## config.mk

```make
export PLATFORM = sky130hd
export DESIGN_NAME = pic_channel
export DESIGN_NICKNAME = d
export VERILOG_FILES = /design/src/verilog/pic_pkg.sv /design/src/verilog/pic_tick_if.sv /design/src/verilog/pic_prescaler.sv /design/src/verilog/pic_edge_detect.sv /design/src/verilog/pic_channel.sv
export SDC_FILE = /design/constraint.sdc
export NUM_CORES = 1
export LEC_CHECK = 0
export ABC_AREA = 1
export BUFFER_PORTS_ARGS = -buffer_cell sky130_fd_sc_hd__buf_4
export CAP_MARGIN = 5
export CORE_ASPECT_RATIO = 0.75
export CORE_MARGIN = 2
export CORE_UTILIZATION = 28
export DETAILED_ROUTE_END_ITERATION = 7
export PLACE_DENSITY = 0.52
export SYNTH_ARGS = -nofsm -noshare
export SYNTH_HDL_FRONTEND = slang
export SYNTH_HIERARCHICAL = 1
export SYNTH_SLANG_ARGS = --single-unit
```

## constraint.sdc

```tcl
create_clock -name clk -period 2.37 [get_ports clk]
set_input_delay 0.237 -clock clk [delete_from_list [all_inputs] [get_ports clk]]
set_output_delay 0.237 -clock clk [all_outputs]
set_load 0.02 [all_outputs]
```

## src/verilog/pic_pkg.sv

```systemverilog
/*
 * Constants, register map and state types of the pulse interval
 * capture channel.
 * Assumes a single clock domain and a synchronous reset.
 */
package pic_pkg;

   // ****************************************
   // Register indices on the 4-bit register port
   // ****************************************
   localparam logic [3:0] PIC_REG_UNIT_CTRL = 4'h0;
   localparam logic [3:0] PIC_REG_PRESCALER = 4'h1;
   localparam logic [3:0] PIC_REG_NOISE_FILT = 4'h2;
   localparam logic [3:0] PIC_REG_MODE = 4'h3;
   localparam logic [3:0] PIC_REG_START = 4'h4;
   localparam logic [3:0] PIC_REG_STOP = 4'h5;
   localparam logic [3:0] PIC_REG_ENABLE = 4'h6;
   localparam logic [3:0] PIC_REG_COUNTER = 4'h7;
   localparam logic [3:0] PIC_REG_CAPTURE = 4'h8;
   localparam logic [3:0] PIC_REG_STATUS = 4'h9;
   localparam logic [3:0] PIC_REG_OUT_CTL = 4'hA;

   // ****************************************
   // Field positions
   // ****************************************
   localparam int PIC_UNIT_EN_BIT = 0;
   localparam int PIC_TRIG_BIT = 0;
   localparam int PIC_NF_EN_BIT = 0;
   localparam int PIC_OVF_BIT = 0;
   localparam int PIC_CKS_HI = 15;
   localparam int PIC_CKS_LO = 14;
   localparam int PIC_CCS_BIT = 12;
   localparam int PIC_MS_BIT = 11;
   localparam int PIC_STS_MSB = 10;
   localparam int PIC_STS_LSB = 8;
   localparam int PIC_CIS_MSB = 7;
   localparam int PIC_CIS_LSB = 6;
   localparam int PIC_MD_MSB = 3;
   localparam int PIC_MD_LSB = 1;
   localparam int PIC_MD0_BIT = 0;
   localparam int PIC_PSC_FIELD_W = 4;

   // ****************************************
   // Encodings and reset values
   // ****************************************
   localparam logic [2:0] PIC_MODE_CAPTURE = 3'h2;
   localparam logic [2:0] PIC_TRIG_PIN_EDGE = 3'h1;
   localparam logic [1:0] PIC_EDGE_FALL = 2'h0;
   localparam logic [1:0] PIC_EDGE_RISE = 2'h1;
   localparam logic [1:0] PIC_EDGE_BOTH = 2'h2;
   localparam logic [15:0] PIC_CIS_MASK = 16'h00C0;
   localparam logic [15:0] PIC_MODE_RST = 16'h0000;
   localparam logic [15:0] PIC_PSC_RST = 16'h0000;
   localparam logic [15:0] PIC_COUNT_ZERO = 16'h0000;
   localparam logic [15:0] PIC_COUNT_FULL = 16'hFFFF;

   typedef enum logic {PIC_CH_STOP, PIC_CH_RUN} pic_chan_state_t;

   typedef struct packed {
      logic unit_en;
      logic [15:0] psc;
      logic nf_en;
      logic [15:0] mode;
      logic [3:0] out_ctl;
      pic_chan_state_t state;
      logic [15:0] count;
      logic [15:0] cap;
      logic ovf;
      logic ovf_pend;
      logic irq;
      logic [15:0] rdata;
   } pic_chan_st_t;

endpackage

```

## src/verilog/pic_tick_if.sv

```systemverilog
/*
 * Link between the channel and the shared prescaler: run enable,
 * prescaler setting and the four prescaled clock ticks.
 * Assumes both ends run on the same clock.
 */
`timescale 1ns/100ps
interface pic_tick_if;
   logic run;
   logic [15:0] psc;
   logic [3:0] tick;
   modport src (input run, input psc, output tick);
   modport dst (output run, output psc, input tick);
endinterface

```

## src/verilog/pic_prescaler.sv

```systemverilog
/*
 * Prescaler making four tick pulses, each at clk / 2^field.
 * Assumes run is low while the unit is powered off.
 */
`timescale 1ns/100ps
module pic_prescaler
   import pic_pkg::*;
(
   input wire logic clk,
   input wire logic rst,
   pic_tick_if.src tk
);

   typedef struct packed {
      logic [15:0] cnt;
      logic [3:0] tick;
   } pic_psc_st_t;

   pic_psc_st_t s_reg;
   pic_psc_st_t s_next;

   function automatic logic [15:0] pic_div_mask(input logic [3:0] sel);
      pic_div_mask = 16'((17'h00001 << sel) - 17'h00001);
   endfunction

   // ****************************************
   // Tick generation
   // ****************************************
   always_comb begin
      s_next = s_reg;
      s_next.tick = 4'h0;
      if (tk.run) begin
         s_next.cnt = s_reg.cnt + 16'h0001;
         for (int k = 0; k < 4; k++) begin
            s_next.tick[k] = (s_reg.cnt & pic_div_mask(tk.psc[k*PIC_PSC_FIELD_W +: 4]))
               == pic_div_mask(tk.psc[k*PIC_PSC_FIELD_W +: 4]);
         end
      end else begin
         s_next.cnt = 16'h0000;
      end
   end

   always_ff @(posedge clk) begin
      if (rst) begin
         s_reg <= '0;
      end else begin
         s_reg <= s_next;
      end
   end

   assign tk.tick = s_reg.tick;

endmodule // pic_prescaler

```

## src/verilog/pic_edge_detect.sv

```systemverilog
/*
 * Input pin sampler, optional noise filter and valid edge detector.
 * Assumes the pin is synchronous to clk; samples on op_tick only.
 */
`timescale 1ns/100ps
module pic_edge_detect
   import pic_pkg::*;
(
   input wire logic clk,
   input wire logic rst,
   input wire logic clear,
   input wire logic op_tick,
   input wire logic pin,
   input wire logic filt_en,
   input wire logic [1:0] edge_sel,
   output logic edge_pulse
);

   typedef struct packed {
      logic samp;
      logic level;
      logic primed;
      logic pulse;
   } pic_edge_st_t;

   pic_edge_st_t s_reg;
   pic_edge_st_t s_next;
   logic new_level;

   // ****************************************
   // Sampling and edge decode
   // ****************************************
   always_comb begin
      s_next = s_reg;
      s_next.pulse = 1'b0;
      new_level = s_reg.level;
      if (clear) begin
         s_next = '0;
      end else if (op_tick) begin
         s_next.samp = pin;
         // First sample after enable takes the pin as is, so no false edge
         if (filt_en && s_reg.primed) begin
            new_level = (s_reg.samp == pin) ? pin : s_reg.level;
         end else begin
            new_level = pin;
         end
         if (s_reg.primed && new_level != s_reg.level) begin
            case (edge_sel)
               PIC_EDGE_FALL: s_next.pulse = !new_level;
               PIC_EDGE_RISE: s_next.pulse = new_level;
               PIC_EDGE_BOTH: s_next.pulse = 1'b1;
               default: s_next.pulse = 1'b0;
            endcase
         end
         s_next.level = new_level;
         s_next.primed = 1'b1;
      end
   end

   always_ff @(posedge clk) begin
      if (rst) begin
         s_reg <= '0;
      end else begin
         s_reg <= s_next;
      end
   end

   assign edge_pulse = s_reg.pulse;

endmodule // pic_edge_detect

```

## src/verilog/pic_channel.sv

```systemverilog
/*
 * Pulse interval capture channel with its unit enable, prescaler
 * and noise filter controls, reached over a plain register port.
 * Assumes the register master keeps strobes one cycle long and never
 * raises write and read together; the pin is synchronous to clk.
 */
// Design decisions made here: the register addresses and the address-and-strobe port.
// Notes on behaviour
// - Mode field 010B makes the channel a capture-mode up-counter.
// - Lowest mode bit set gives one interrupt when counting starts.
// - Edge select: 00B falling, 01B rising, 10B both; 11B is forbidden.
// - Trigger select 001B makes the valid pin edge the capture trigger.
// - Clock select 00B clock 0, 10B clock 1; 01B/11B only on some channels.
// - Unit disabled: clock stopped, writes ignored; enabling leaves channel stopped.
// - Prescaler register sets the rates of the four prescaled clocks.
// - Noise filter bit 0 bypasses the filter, 1 inserts it before edge detection.
// - Start trigger sets enable status, clears the counter, reads back 0.
// - While enabled, capture on edge or start: copy count, clear, interrupt.
// - Each capture sets overflow flag if the counter wrapped, else clears it.
// - Stop trigger clears enable, holds count and overflow flag, reads back 0.
// - Clearing unit enable initialises all unit and channel registers.
// - Pin is sampled on the operation clock, lagging up to one period.
// - Two or more wraps in an interval still show as one overflow.
`timescale 1ns/100ps
module pic_channel
   import pic_pkg::*;
#(
   parameter bit HAS_CLK23 = 1'b0
)
(
   input wire logic clk,
   input wire logic rst,
   input wire logic [3:0] reg_addr,
   input wire logic [15:0] reg_wdata,
   input wire logic reg_wr,
   input wire logic reg_rd,
   output logic [15:0] reg_rdata,
   input wire logic capture_input_pin,
   output logic chan_interrupt,
   output logic chan_enable_status
);

   pic_chan_st_t s_reg;
   pic_chan_st_t s_next;

   pic_tick_if tk ();

   logic [3:0] ticks;
   logic op_tick;
   logic edge_valid;
   logic running;
   logic cap_mode;
   logic wr_ok;
   logic start_wr;
   logic stop_wr;
   logic pin_trig;
   logic cap_evt;
   logic start_evt;
   logic count_tick;
   logic unit_off_wr;

   // ****************************************
   // Helpers
   // ****************************************
   function automatic logic [1:0] pic_clk_index(input logic [1:0] cks, input bit has23);
      case (cks)
         2'h0: pic_clk_index = 2'h0;
         2'h2: pic_clk_index = 2'h1;
         2'h1: pic_clk_index = has23 ? 2'h2 : 2'h0;
         2'h3: pic_clk_index = has23 ? 2'h3 : 2'h1;
         default: pic_clk_index = 2'h0;
      endcase
   endfunction

   function automatic logic pic_hit(input logic [3:0] addr, input logic [3:0] idx);
      pic_hit = (addr == idx);
   endfunction

   // ****************************************
   // Shared prescaler and pin edge detector
   // ****************************************
   assign tk.run = s_reg.unit_en;
   assign tk.psc = s_reg.psc;
   assign ticks = tk.tick;

   pic_prescaler pic_prescaler_inst (
      .clk (clk),
      .rst (rst),
      .tk (tk.src)
   );

   assign op_tick = ticks[pic_clk_index(s_reg.mode[PIC_CKS_HI:PIC_CKS_LO], HAS_CLK23)];

   pic_edge_detect pic_edge_detect_inst (
      .clk (clk),
      .rst (rst),
      .clear (!s_reg.unit_en),
      .op_tick (op_tick),
      .pin (capture_input_pin),
      .filt_en (s_reg.nf_en),
      .edge_sel (s_reg.mode[PIC_CIS_MSB:PIC_CIS_LSB]),
      .edge_pulse (edge_valid)
   );

   // ****************************************
   // Event decode
   // ****************************************
   assign running = (s_reg.state == PIC_CH_RUN);
   assign cap_mode = (s_reg.mode[PIC_MD_MSB:PIC_MD_LSB] == PIC_MODE_CAPTURE);
   assign wr_ok = reg_wr && s_reg.unit_en;
   assign start_wr = wr_ok && pic_hit(reg_addr, PIC_REG_START) && reg_wdata[PIC_TRIG_BIT];
   assign stop_wr = wr_ok && pic_hit(reg_addr, PIC_REG_STOP) && reg_wdata[PIC_TRIG_BIT];
   assign pin_trig = edge_valid && (s_reg.mode[PIC_STS_MSB:PIC_STS_LSB] == PIC_TRIG_PIN_EDGE);
   assign cap_evt = running && cap_mode && (pin_trig || start_wr);
   assign start_evt = !running && start_wr;
   assign count_tick = op_tick && !s_reg.mode[PIC_CCS_BIT];
   assign unit_off_wr = reg_wr && pic_hit(reg_addr, PIC_REG_UNIT_CTRL) &&
      !reg_wdata[PIC_UNIT_EN_BIT];

   // ****************************************
   // Next state
   // ****************************************
   always_comb begin
      s_next = s_reg;
      s_next.irq = 1'b0;
      s_next.rdata = 16'h0000;

      // Counting and wrap record
      if (running && cap_mode && count_tick) begin
         s_next.count = s_reg.count + 16'h0001;
         if (s_reg.count == PIC_COUNT_FULL) begin
            s_next.ovf_pend = 1'b1;
         end
      end

      // Capture beats counting in the same cycle
      if (cap_evt) begin
         s_next.cap = s_reg.count;
         s_next.count = PIC_COUNT_ZERO;
         s_next.ovf = s_reg.ovf_pend;
         s_next.ovf_pend = 1'b0;
         s_next.irq = 1'b1;
      end else if (start_evt) begin
         s_next.state = PIC_CH_RUN;
         s_next.count = PIC_COUNT_ZERO;
         s_next.ovf_pend = 1'b0;
         s_next.irq = s_reg.mode[PIC_MD0_BIT];
      end

      if (stop_wr && running) begin
         s_next.state = PIC_CH_STOP;
      end

      // Register writes
      if (wr_ok) begin
         case (reg_addr)
            PIC_REG_PRESCALER: s_next.psc = reg_wdata;
            PIC_REG_NOISE_FILT: s_next.nf_en = reg_wdata[PIC_NF_EN_BIT];
            PIC_REG_MODE: begin
               if (running) begin
                  s_next.mode = (s_reg.mode & ~PIC_CIS_MASK) | (reg_wdata & PIC_CIS_MASK);
               end else begin
                  s_next.mode = reg_wdata;
               end
            end
            PIC_REG_OUT_CTL: begin
               if (!running) begin
                  s_next.out_ctl = reg_wdata[3:0];
               end
            end
            default: s_next.out_ctl = s_next.out_ctl;
         endcase
      end
      if (reg_wr && pic_hit(reg_addr, PIC_REG_UNIT_CTRL) && reg_wdata[PIC_UNIT_EN_BIT]) begin
         s_next.unit_en = 1'b1;
      end

      // Reads; trigger registers read back zero
      if (reg_rd) begin
         case (reg_addr)
            PIC_REG_UNIT_CTRL: s_next.rdata = {15'h0000, s_reg.unit_en};
            PIC_REG_PRESCALER: s_next.rdata = s_reg.psc;
            PIC_REG_NOISE_FILT: s_next.rdata = {15'h0000, s_reg.nf_en};
            PIC_REG_MODE: s_next.rdata = s_reg.mode;
            PIC_REG_START: s_next.rdata = 16'h0000;
            PIC_REG_STOP: s_next.rdata = 16'h0000;
            PIC_REG_ENABLE: s_next.rdata = {15'h0000, running};
            PIC_REG_COUNTER: s_next.rdata = s_reg.count;
            PIC_REG_CAPTURE: s_next.rdata = s_reg.cap;
            PIC_REG_STATUS: s_next.rdata = {15'h0000, s_reg.ovf};
            PIC_REG_OUT_CTL: s_next.rdata = {12'h000, s_reg.out_ctl};
            default: s_next.rdata = 16'h0000;
         endcase
      end

      // Power-off returns everything to reset
      if (unit_off_wr) begin
         s_next = '0;
      end
   end

   always_ff @(posedge clk) begin
      if (rst) begin
         s_reg <= '0;
      end else begin
         s_reg <= s_next;
      end
   end

   assign reg_rdata = s_reg.rdata;
   assign chan_interrupt = s_reg.irq;
   assign chan_enable_status = running;

   // ****************************************
   // Checks
   // ****************************************
   chk_start_clears: assert property (@(posedge clk) disable iff (rst)
      start_evt && !unit_off_wr |=> running && s_reg.count == PIC_COUNT_ZERO)
      else $error("start trigger did not enable and clear");

   chk_start_irq: assert property (@(posedge clk) disable iff (rst)
      start_evt |=> chan_interrupt == $past(s_reg.mode[PIC_MD0_BIT]))
      else $error("start interrupt does not follow mode bit");

   chk_capture_copy: assert property (@(posedge clk) disable iff (rst)
      cap_evt && !unit_off_wr |=> s_reg.cap == $past(s_reg.count) &&
      s_reg.count == PIC_COUNT_ZERO && chan_interrupt)
      else $error("capture did not copy, clear and interrupt");

   chk_ovf_update: assert property (@(posedge clk) disable iff (rst)
      cap_evt && !unit_off_wr |=> s_reg.ovf == $past(s_reg.ovf_pend))
      else $error("overflow flag not updated at capture");

   chk_wrap_record: assert property (@(posedge clk) disable iff (rst)
      running && cap_mode && count_tick && s_reg.count == PIC_COUNT_FULL &&
      !cap_evt && !unit_off_wr |=> s_reg.count == PIC_COUNT_ZERO && s_reg.ovf_pend)
      else $error("counter wrap not recorded");

   chk_stop_hold: assert property (@(posedge clk) disable iff (rst)
      stop_wr && running && !cap_evt |=> !running ##1 (($stable(s_reg.count) &&
      $stable(s_reg.ovf)) || $past(start_wr || unit_off_wr)))
      else $error("stop did not hold count and flag");

   chk_unit_off_init: assert property (@(posedge clk) disable iff (rst)
      unit_off_wr |=> !s_reg.unit_en && !running && s_reg.mode == PIC_MODE_RST &&
      s_reg.count == PIC_COUNT_ZERO && s_reg.psc == PIC_PSC_RST)
      else $error("unit power-off did not initialise");

   chk_writes_blocked: assert property (@(posedge clk) disable iff (rst)
      !s_reg.unit_en && reg_wr && !pic_hit(reg_addr, PIC_REG_UNIT_CTRL) |=>
      s_reg.mode == PIC_MODE_RST && !running)
      else $error("write accepted while unit is off");

   chk_pin_gated: assert property (@(posedge clk) disable iff (rst)
      edge_valid && !pin_trig && !start_wr |=> !chan_interrupt)
      else $error("edge captured with pin trigger not selected");

   chk_mode_gated: assert property (@(posedge clk) disable iff (rst)
      !cap_mode && !start_evt |=> !chan_interrupt)
      else $error("capture outside capture mode");

   cov_capture_ovf: cover property (@(posedge clk) disable iff (rst)
      cap_evt && s_reg.ovf_pend);
   cov_start_capture: cover property (@(posedge clk) disable iff (rst)
      start_evt ##[1:200] (cap_evt && edge_valid));
   cov_stop_run: cover property (@(posedge clk) disable iff (rst)
      stop_wr && running);

endmodule // pic_channel

```

# After elaboration in Yosys (flattened, before gate mapping)
# Cells that the tools add are included.
# W data, S select, Z words.
# op_classes
n_shift,4
n_reduce_logical,39
bitwise_logic,11
mux,12
n_lt_le_gt_ge,1
n_addsub,6
n_eq_ne,24
# op_table
operator,n
$pmux W16 S9,1
$and A16 B16 Y16,4
$eq A16 B16 Y1,4
$shl A1 B4 Y16 const A,4
$sub A16 B1 Y16 const B,4
$add A16 B1 Y16 const B,2
$logic_and A1 B1 Y1,17
$eq A16 B16 Y1 const B,1
$eq A4 B3 Y1 const B,4
$mux W16,1
$or A16 B8 Y16,1
$eq A4 B4 Y1 const B,3
$reduce_and A2 Y1,5
$eq A4 B2 Y1 const B,2
$reduce_or A2 Y1,4
$reduce_or A4 Y1,2
$mux W1,7
$eq A2 B2 Y1 const B,3
$not A1 Y1,6
$reduce_or A3 Y1,2
$eq A2 B1 Y1 const B,2
$eq A4 B1 Y1 const B,1
$logic_not A1 Y1,4
$logic_not A2 Y1,2
11 further kinds,11
# totals
in_bits,25
regBits,114

# Depth between registers and ports, before layout
# Gate-level depths: netlist (run 1).
# logic_depth
depth_word,11
ltp_mapped,11
ltp_nobuf,10

# By module
# The synthesis (run 1) kept the hierarchy.
# by_module_without_submodules
mod,n_inst,cells_per_inst,area_each_um2
pic_channel,1,603,4144.0
pic_prescaler,1,392,2152.1
pic_edge_detect,1,32,201.4

# Worst setup path before layout (run 1)
# Ideal clock, no wire load.
# synth_timing
path_kind,reg-to-reg
startpoint,register s_reg (netlist bit tk.psc[7])
endpoint,register pic_prescaler_inst.s_reg (netlist bit pic_prescaler_inst/tk.tick[1])
setup_slack_ps,780
n_path_buf,2
required_time_ps,2306
synth_period_minus_slack_ps,1590
stages_incl_launch_ff,12
arrival_ps,1527
path_cell_list,dfxtp_1 > buf_2 > nor2_4 > nand3_1 > ha_1 > clkbuf_1 > o21bai_1 > nand2_1 > nor2_1 > a21oi_1 > nand2_1 > nor2_1
# synth_between
elab_chain_cells,4
# synth_lines
item,line,source
from (decl),pic_channel.sv:43,pic_chan_st_t s_reg;
from (signal assigned),pic_channel.sv:206,s_reg <= s_next;
$shl A1 B4 Y16 *,pic_prescaler.sv:23,pic_div_mask = 16'((17'h00001 << sel) - 17'h00001);
$sub A16 B1 Y16 *,pic_prescaler.sv:23,
$and A16 B16 Y16,pic_prescaler.sv:35,s_next.tick[k] = (s_reg.cnt & pic_div_mask(tk.psc[k*PIC_PSC_FIELD_W +: 4]))
$eq A16 B16 Y1 *,pic_prescaler.sv:36,== pic_div_mask(tk.psc[k*PIC_PSC_FIELD_W +: 4]);
to (signal assigned),pic_prescaler.sv:47,s_reg <= s_next;
to (decl),pic_prescaler.sv:19,pic_psc_st_t s_reg;
# Every way passes the cells marked *; elsewhere a longest branch is shown, timed or not.
# A chain may end at the register's enable or synchronous reset.

# Worst setup path in the final report (run 1)
# layout_timing
startpoint,register s_reg (netlist bit tk.run)
endpoint,register s_reg[36] in the netlist's numbering
# layout_between
elab_chain_cells,6
# layout_lines
item,line,source
$logic_and A1 B1 Y1 *,pic_channel.sv:110,assign wr_ok = reg_wr && s_reg.unit_en;
$logic_and A1 B1 Y1 * (2 in a row),pic_channel.sv:111,"assign start_wr = wr_ok && pic_hit(reg_addr, PIC_REG_START) && reg_wdata[PIC_TRIG_BIT];"
$logic_or A1 B1 Y1,pic_channel.sv:114,assign cap_evt = running && cap_mode && (pin_trig || start_wr);
$logic_and A1 B1 Y1,pic_channel.sv:114,
$reduce_or A4 Y1 (no line) *,-,
# Marked as above.

==> results of run 1 <==
-- per-layer routing --
layer | global-route usage [%] | up-vias | wire, um
li1 | - | 2836 | -
met5 | 0 | - | 0
met2 | 20.5 | 126 | 5890
met3 | 2.89 | 11 | 783
met1 | 24.8 | 2409 | 9230
met4 | 3.52 | 0 | 158
-- how the worst max path moves through the flow --
stage / end / slack, ns / cells after the start
after floorplan: pic_prescaler_inst/tk.tick[1] / 0.78 / 11
after global placement: s_reg[36] / 0.52 / 8
after detailed placement: s_reg[36] / 0.50 / 8
after CTS: s_reg[36] / 0.50 / 7
after global routing: s_reg[35] / 0.33 / 7
final: s_reg[36] / 0.48 / 7
-- metrics by stage --
stage	util (%)	cell area [um^2]	worst slack, ns	instances	hold slack, ns
2_1_floorplan	-	5780	0.780	886	0.379
3_3_place_gp	30.5	6190	0.516	1150	0.456
3_5_place_dp	30.5	6190	0.503	1150	0.455
4_1_cts	32.0	6500	0.499	1166	0.127
5_1_grt	32.0	6500	0.331	1166	0.141
6_report	32.0	6500	0.479	1166	0.139
-- area by class of cell --
type	count	area, um^2	share of cell area [%]
clock buffers	9	225	3.47
clock inverters	7	85.1	1.31
inverters	86	323	4.97
multi-input cells	645	2940	45.3
flip-flops and latches	111	2220	34.2
well taps	258	323	4.97
repair buffers	50	375	5.78
-- worst register-to-register path: cells and delay by family (launching register included) --
family,cells,cell delay [ns]
DFF,1,0.36
and+or+nand+nor,6,1.24
AOI/OAI and AO/OA,1,0.22
-- placed cells by master (no fill, tap or decap), types with 2 or more instances in the layout --
cell,instances
o21ai_1,14
nand3_1,48
nor3_1,10
dfxtp_1,111
nand3_2,2
buf_4,50
nand2_2,7
clkinv_4,2
o21ai_0,30
a21oi_1,74
nand4_1,12
inv_1,74
or2_0,2
xor2_1,4
clkbuf_16,9
inv_2,12
nand2_1,259
nor2_4,7
nor2_2,8
a21oi_2,4
inv_6,3
ha_1,4
a211oi_1,7
nand3b_1,3
nor2_1,139
-- power by group through the flow --
| stage | Combinational, uW | Sequential [uW] | Clock (uW) |
|---|---|---|---|
| 2_1_floorplan | 73.7 | 1910 | 0 |
| 3_3_place_gp | 143 | 1910 | 0 |
| 3_5_place_dp | 142 | 1910 | 0 |
| 4_1_cts | 142 | 1870 | 1670 |
| 5_1_grt | 157 | 1870 | 1740 |
| 6_report | 141 | 1870 | 1610 |
==> summary.md, run 1 <==
| Metric | Value |
|---|---|
| Status | `complete, no violations` |
| Final setup vio count | `0` |
| Max_slew headroom | `53.7%` |
| GP Congestion | `approximately 0.87` |
| Htree depth | `3` |
| CP Launch Type | `flip-flop` |
| Critical path data required time | `~2.7 ns` |
| Worst-path maximum fanout | `19` |
| Pwr per Cell Area | `557 nW/um^2` |
| Post-CTS Setup Repair Bufs | `0` |
| Filler cells | `around 2300` |
| Num ports | `43` |
| Global route total overflow | `0` |
| CTS Buf Count | `9` |
| F_max | `approximately 0.53 GHz` |
| Max-cap check violation count | `0` |
| Worst Path Buf+Inv | `0` |
| Reg2Reg Depth | `7` |
| Synthesized Nets | `approximately 900` |
| Vias | `between 5000 and 6000` |
| Sink Count | `111` |
| DP HPWL | `12.2 mm` |
| Reg-to-Reg Start | `tk.run` |
| RSZ-0062 raised after global routing | `false` |
| Worst-skew pair later-pin latency | `~0.36 ns` |
| Tot GR Track Use | `between 10% and 20%` |
| Die height | `approximately 130 um` |
| Wirelength per Cell | `between 10 and 15 um` |
| Worst setup startpoint | `tk.run` |
| Total Neg Setup Slack | `0 ns` |
| Initial DRC count | `around 470` |
| Leakage | `around 0.0024 uW` |
| Clock skew | `0.00982 ns` |
| WHS Path Cells | `3` |
| Antenna viol nets, final | `0` |
| First-pass GRT wire length | `26.2 mm` |
| R2r endpoint | `s_reg[36]` |
| Vias/cell | `around 4.6` |
| Setup CP Type | `flip-flop to flip-flop` |
| Total Power | `~3600 uW` |
| Sw Ratio | `a little under a quarter` |
| Clock Tree Root | `clkbuf_16` |
| Row count | `45` |
| Core area | `about 20000 um^2` |
| Slowest CP cell | `nand3_2` |
| Largest net degree at the start of global routing | `40` |
| Worst-case clock buffer depth | `2` |
| Clock transition at path regs | `roughly 0.08 ns` |
| Top Family by Delay on Critical Path | `simple AND/OR/NAND/NOR gates` |
| Cts repair resizes | `0` |
| R2R Setup Slk | `0.48 ns` |
| Cell-internal power | `about 2800 uW` |
| Setup crit end kind | `flip-flop` |
| Routed WL | `between 15 and 20 mm` |
| Ant. Diodes | `0` |
| YS warnings | `6` |
| Max reg flops | `55` |
| Hold path startpoint | `reg_wdata[13]` |
| Initial Util | `28.5%` |
| # DRC | `0` |
| # port buffers | `42` |
| Syn_area_per_cell | `6.52 um^2` |
| First-pass iteration count of the detailed router | `5` |
| Min cycle time layout | `1.89 ns` |
| Crit path cell chain | `nand2_1 > nor2_1 > nand2_2 > nand2_1 > nand2_2 > nand3_2 > a21oi_1` |
| WP data arrival | `about 2.2 ns` |
| Vias in the first global route | `between 4000 and 5000` |
| Worst-Margin Slew | `between 0.6 and 0.7 ns` |
| CTS tree | `yes` |
| Final hold viol count | `0` |
| Worst vdd ir | `between 0.2 and 0.3 mV` |
| Seq pwr share | `51.6%` |
| Die area | `21800 um^2` |
| Antenna violations before repair | `0` |
| Syn-to-layout area delta | `12.4%` |
| Share of cells above drive strength 1 | `a little under an eighth` |
| Final nets | `around 930` |
| Die X-Extent | `170 um` |
| Delay of the slowest cell on the worst path | `about 0.40 ns` |
| CTS Hold Bufs | `0` |
| Period utilization | `between 70% and 80%` |
| Clock power frac | `approximately 45%` |
| Syn Inst Count | `between 800 and 900` |
| Hold-critical path endpoint | `s_reg[69]` |
| Logic pwr share | `between 3 and 4%` |
| Worst Hold Class | `input pin to flip-flop` |
| Slew Limit Fails | `0` |
| Psw | `approximately 860 uW` |
| Cell Area, Synth | `slightly below 6000 um^2` |
Power figures use the tool's default switching activity.
==> inputs of run 2 (changes only) <==
--- a/config.mk
+++ b/config.mk
@@ -5,14 +5,14 @@
 export SDC_FILE = /design/constraint.sdc
 export NUM_CORES = 1
 export LEC_CHECK = 0
-export ABC_AREA = 1
+export ABC_AREA = 0
 export BUFFER_PORTS_ARGS = -buffer_cell sky130_fd_sc_hd__buf_4
 export CAP_MARGIN = 5
 export CORE_ASPECT_RATIO = 0.75
 export CORE_MARGIN = 2
 export CORE_UTILIZATION = 28
 export DETAILED_ROUTE_END_ITERATION = 7
-export PLACE_DENSITY = 0.52
+export PLACE_DENSITY = 0.54
 export SYNTH_ARGS = -nofsm -noshare
 export SYNTH_HDL_FRONTEND = slang
 export SYNTH_HIERARCHICAL = 1
==> constraint.sdc (replaced) <==
create_clock -name clk -period 1.55 [get_ports clk]
set_input_delay 0.155 -clock clk [delete_from_list [all_inputs] [get_ports clk]]
set_output_delay 0.155 -clock clk [all_outputs]
set_load 0.02 [all_outputs]
==> summary.md, run 2 <==
| Metric | Value |
|---|---|
| # DRC | `0` |
| Area of the multi-input gates | `between 3000 and 4000 um^2` |
| Cell Area, Synth | `about 5500 um^2` |
| Sink Count | `111` |
| Critical path data required time | `1.81 ns` |
| Fin area | `between 7000 and 8000 um^2` |
| CP Launch Type | `flip-flop` |
| Setup ws final | `-0.199 ns` |
| Final hold viol count | `0` |
| Worst-case clock buffer depth | `2` |
| Worst hold slack | `between 0.008 and 0.009 ns` |
| Most frequent cells in the layout | `buf_4, dfxtp_1, a21oi_1, nand2_1, nor2_1` |
| GP Congestion | `approximately 0.86` |
| Antenna violations before repair | `0` |
| Syn_area_per_cell | `roughly 8.4 um^2` |
| Global route total overflow | `0` |
| Vias | `4903` |
| DP HPWL | `between 10 and 15 mm` |
| Period utilization | `113%` |
| Initial DRC count | `between 300 and 400` |
| Global-route track usage on met2 | `between 10% and 20%` |
| Pwr per Cell Area | `approximately 740 nW/um^2` |
| RSZ-0062 raised after global routing | `true` |
| Final setup vio count | `17` |
| WP data arrival | `between 2 and 2.5 ns` |
| Pre-CTS setup slack | `-0.222 ns` |
| Routed WL | `16.3 mm` |
| Worst setup startpoint | `s_reg[71]` |
| Tot GR Track Use | `15.3%` |
| First-pass GRT wire length | `~25 mm` |
| Status | `finished with violations` |
| Setup CP Type | `flip-flop to flip-flop` |
| Met1 Track Usage GR | `24.4%` |
| Clock Tree Root | `clkbuf_16` |
| Commonest non-fill, non-tap cell in the layout | `buf_4` |
| Crit path cell chain | `mux2i_4 > buf_6 > buf_6 > or4_4 > o21ai_1 > a21oi_2` |
| YS warnings | `6` |
| Failing checks | `negative setup slack` |
| Final nets | `between 700 and 800` |
| Worst vdd ir | `roughly 0.43 mV` |
| CTS Hold Bufs | `0` |
| Ant. Diodes | `0` |
| Antenna viol nets, final | `0` |
| Storage cell area | `around 2200 um^2` |
| Core area | `between 15000 and 20000 um^2` |
| Syn Inst Count | `around 650` |
| Synthesized Nets | `about 700` |
| Final Util | `a little under two fifths` |
| First-pass iteration count of the detailed router | `5` |
| Cell repeated most along the worst path | `buf_6` |
| Filler cells | `slightly below 2000` |
| R2r endpoint | `s_reg[49]` |
| Row count | `between 40 and 50` |
| CTS Buf Count | `9` |
| Share of cells above drive strength 1 | `around 32%` |
| Vias/cell | `roughly 5.0` |
| Vias in the first global route | `4509` |
| Worst setup endpoint | `s_reg[49]` |
| Placed Area | `6560 um^2` |
| Worst-path maximum fanout | `6` |
| # port buffers | `42` |
| Max-cap check violation count | `0` |
| Min cycle time layout | `1.75 ns` |
| Worst-Margin Slew | `~0.43 ns` |
| Wirelength per Cell | `between 15 and 20 um` |
| Slowest CP cell | `or4_4` |
| Syn-to-layout area delta | `34.4%` |
| Die height | `~130 um` |
| Met3 usage | `under 10%` |
| Max_slew headroom | `a little under three quarters` |
| Worst-skew pair later-pin latency | `~0.36 ns` |
| Reg-to-Reg Start | `s_reg[71]` |
| Htree depth | `3` |
| Num ports | `43` |
| Clock skew | `~0.0083 ns` |
| Worst Hold Class | `input pin to flip-flop` |
| Die X-Extent | `~170 um` |
| R2R Setup Slk | `-0.20 ns` |
| Setup crit end kind | `flip-flop` |
| Delay of the slowest cell on the worst path | `approximately 0.58 ns` |
| Leakage | `0.00240 uW` |
| Die area | `~21000 um^2` |
| F_max | `about 0.57 GHz` |
| Initial Util | `~28%` |
| Reg2Reg Depth | `6` |
| Max reg flops | `between 50 and 60` |
| Slew Limit Fails | `0` |
| GR peak layer | `met1` |
| Clock transition at path regs | `0.07 ns` |
| Largest net degree at the start of global routing | `between 40 and 50` |
| CTS tree | `yes` |
-- run 2: repair_timing --
item                                    4_1_cts  5_1_grt
gates resized for setup                      19       73
cloned                                        1        2
endpoints found under the setup margin       21       38
setup buffers                                 7        6
pin swaps                                     9       24
-- run 2: routing by layer --
layer / routed length (um) / part of all wire, %
met5: 0 / 0
met4: 154 / 0.95
met3: 953 / 5.9
met2: 6490 / 40
met1: 8660 / 53
-- run 2: worst min-delay path by stage --
stage | start | to | slack, ns | cells after the start
2_1_floorplan | rst | pic_edge_detect_inst/s_reg[3] | 0.23 | 1
3_3_place_gp | rst | pic_edge_detect_inst/s_reg[3] | 0.38 | 2
3_5_place_dp | rst | pic_edge_detect_inst/s_reg[3] | 0.39 | 2
4_1_cts | rst | pic_edge_detect_inst/s_reg[3] | 0.007 | 2
5_1_grt | rst | pic_edge_detect_inst/s_reg[3] | 0.005 | 2
6_report | rst | pic_edge_detect_inst/s_reg[3] | 0.009 | 2
-- run 2: stage by stage --
step	power [uW]	instances	TNS, ns
floorplan	3030	653	-2.65
global placement	3170	954	-1.15
detailed placement	3160	954	-1.54
CTS	5480	978	-1.31
global route	5650	983	-2.85
finish	5440	983	-1.85
-- run 2: area by class of cell --
class / instances / share of cell area (%)
timing repair buffer: 133 / 16.1
sequential: 111 / 30.5
clock buffer: 13 / 3.68
clock inverter: 3 / 0.340
multi-input combinational: 456 / 44.3
tap: 253 / 4.29
inverter: 14 / 0.781
-- run 2: power by group --
part	switching, uW	total [uW]	internal [uW]
logic	156	273	117
registers	2.16	2850	2850
clock network	1080	2320	1240
total	1230	5440	4200
-- run 2: worst max-delay path: cells and delay by family (launching register included) --
kind,cells,cell delay [ns]
compound gates,2,0.25
buf+inv,2,0.24
flops,1,0.36
mux,1,0.21
simple gates,1,0.58
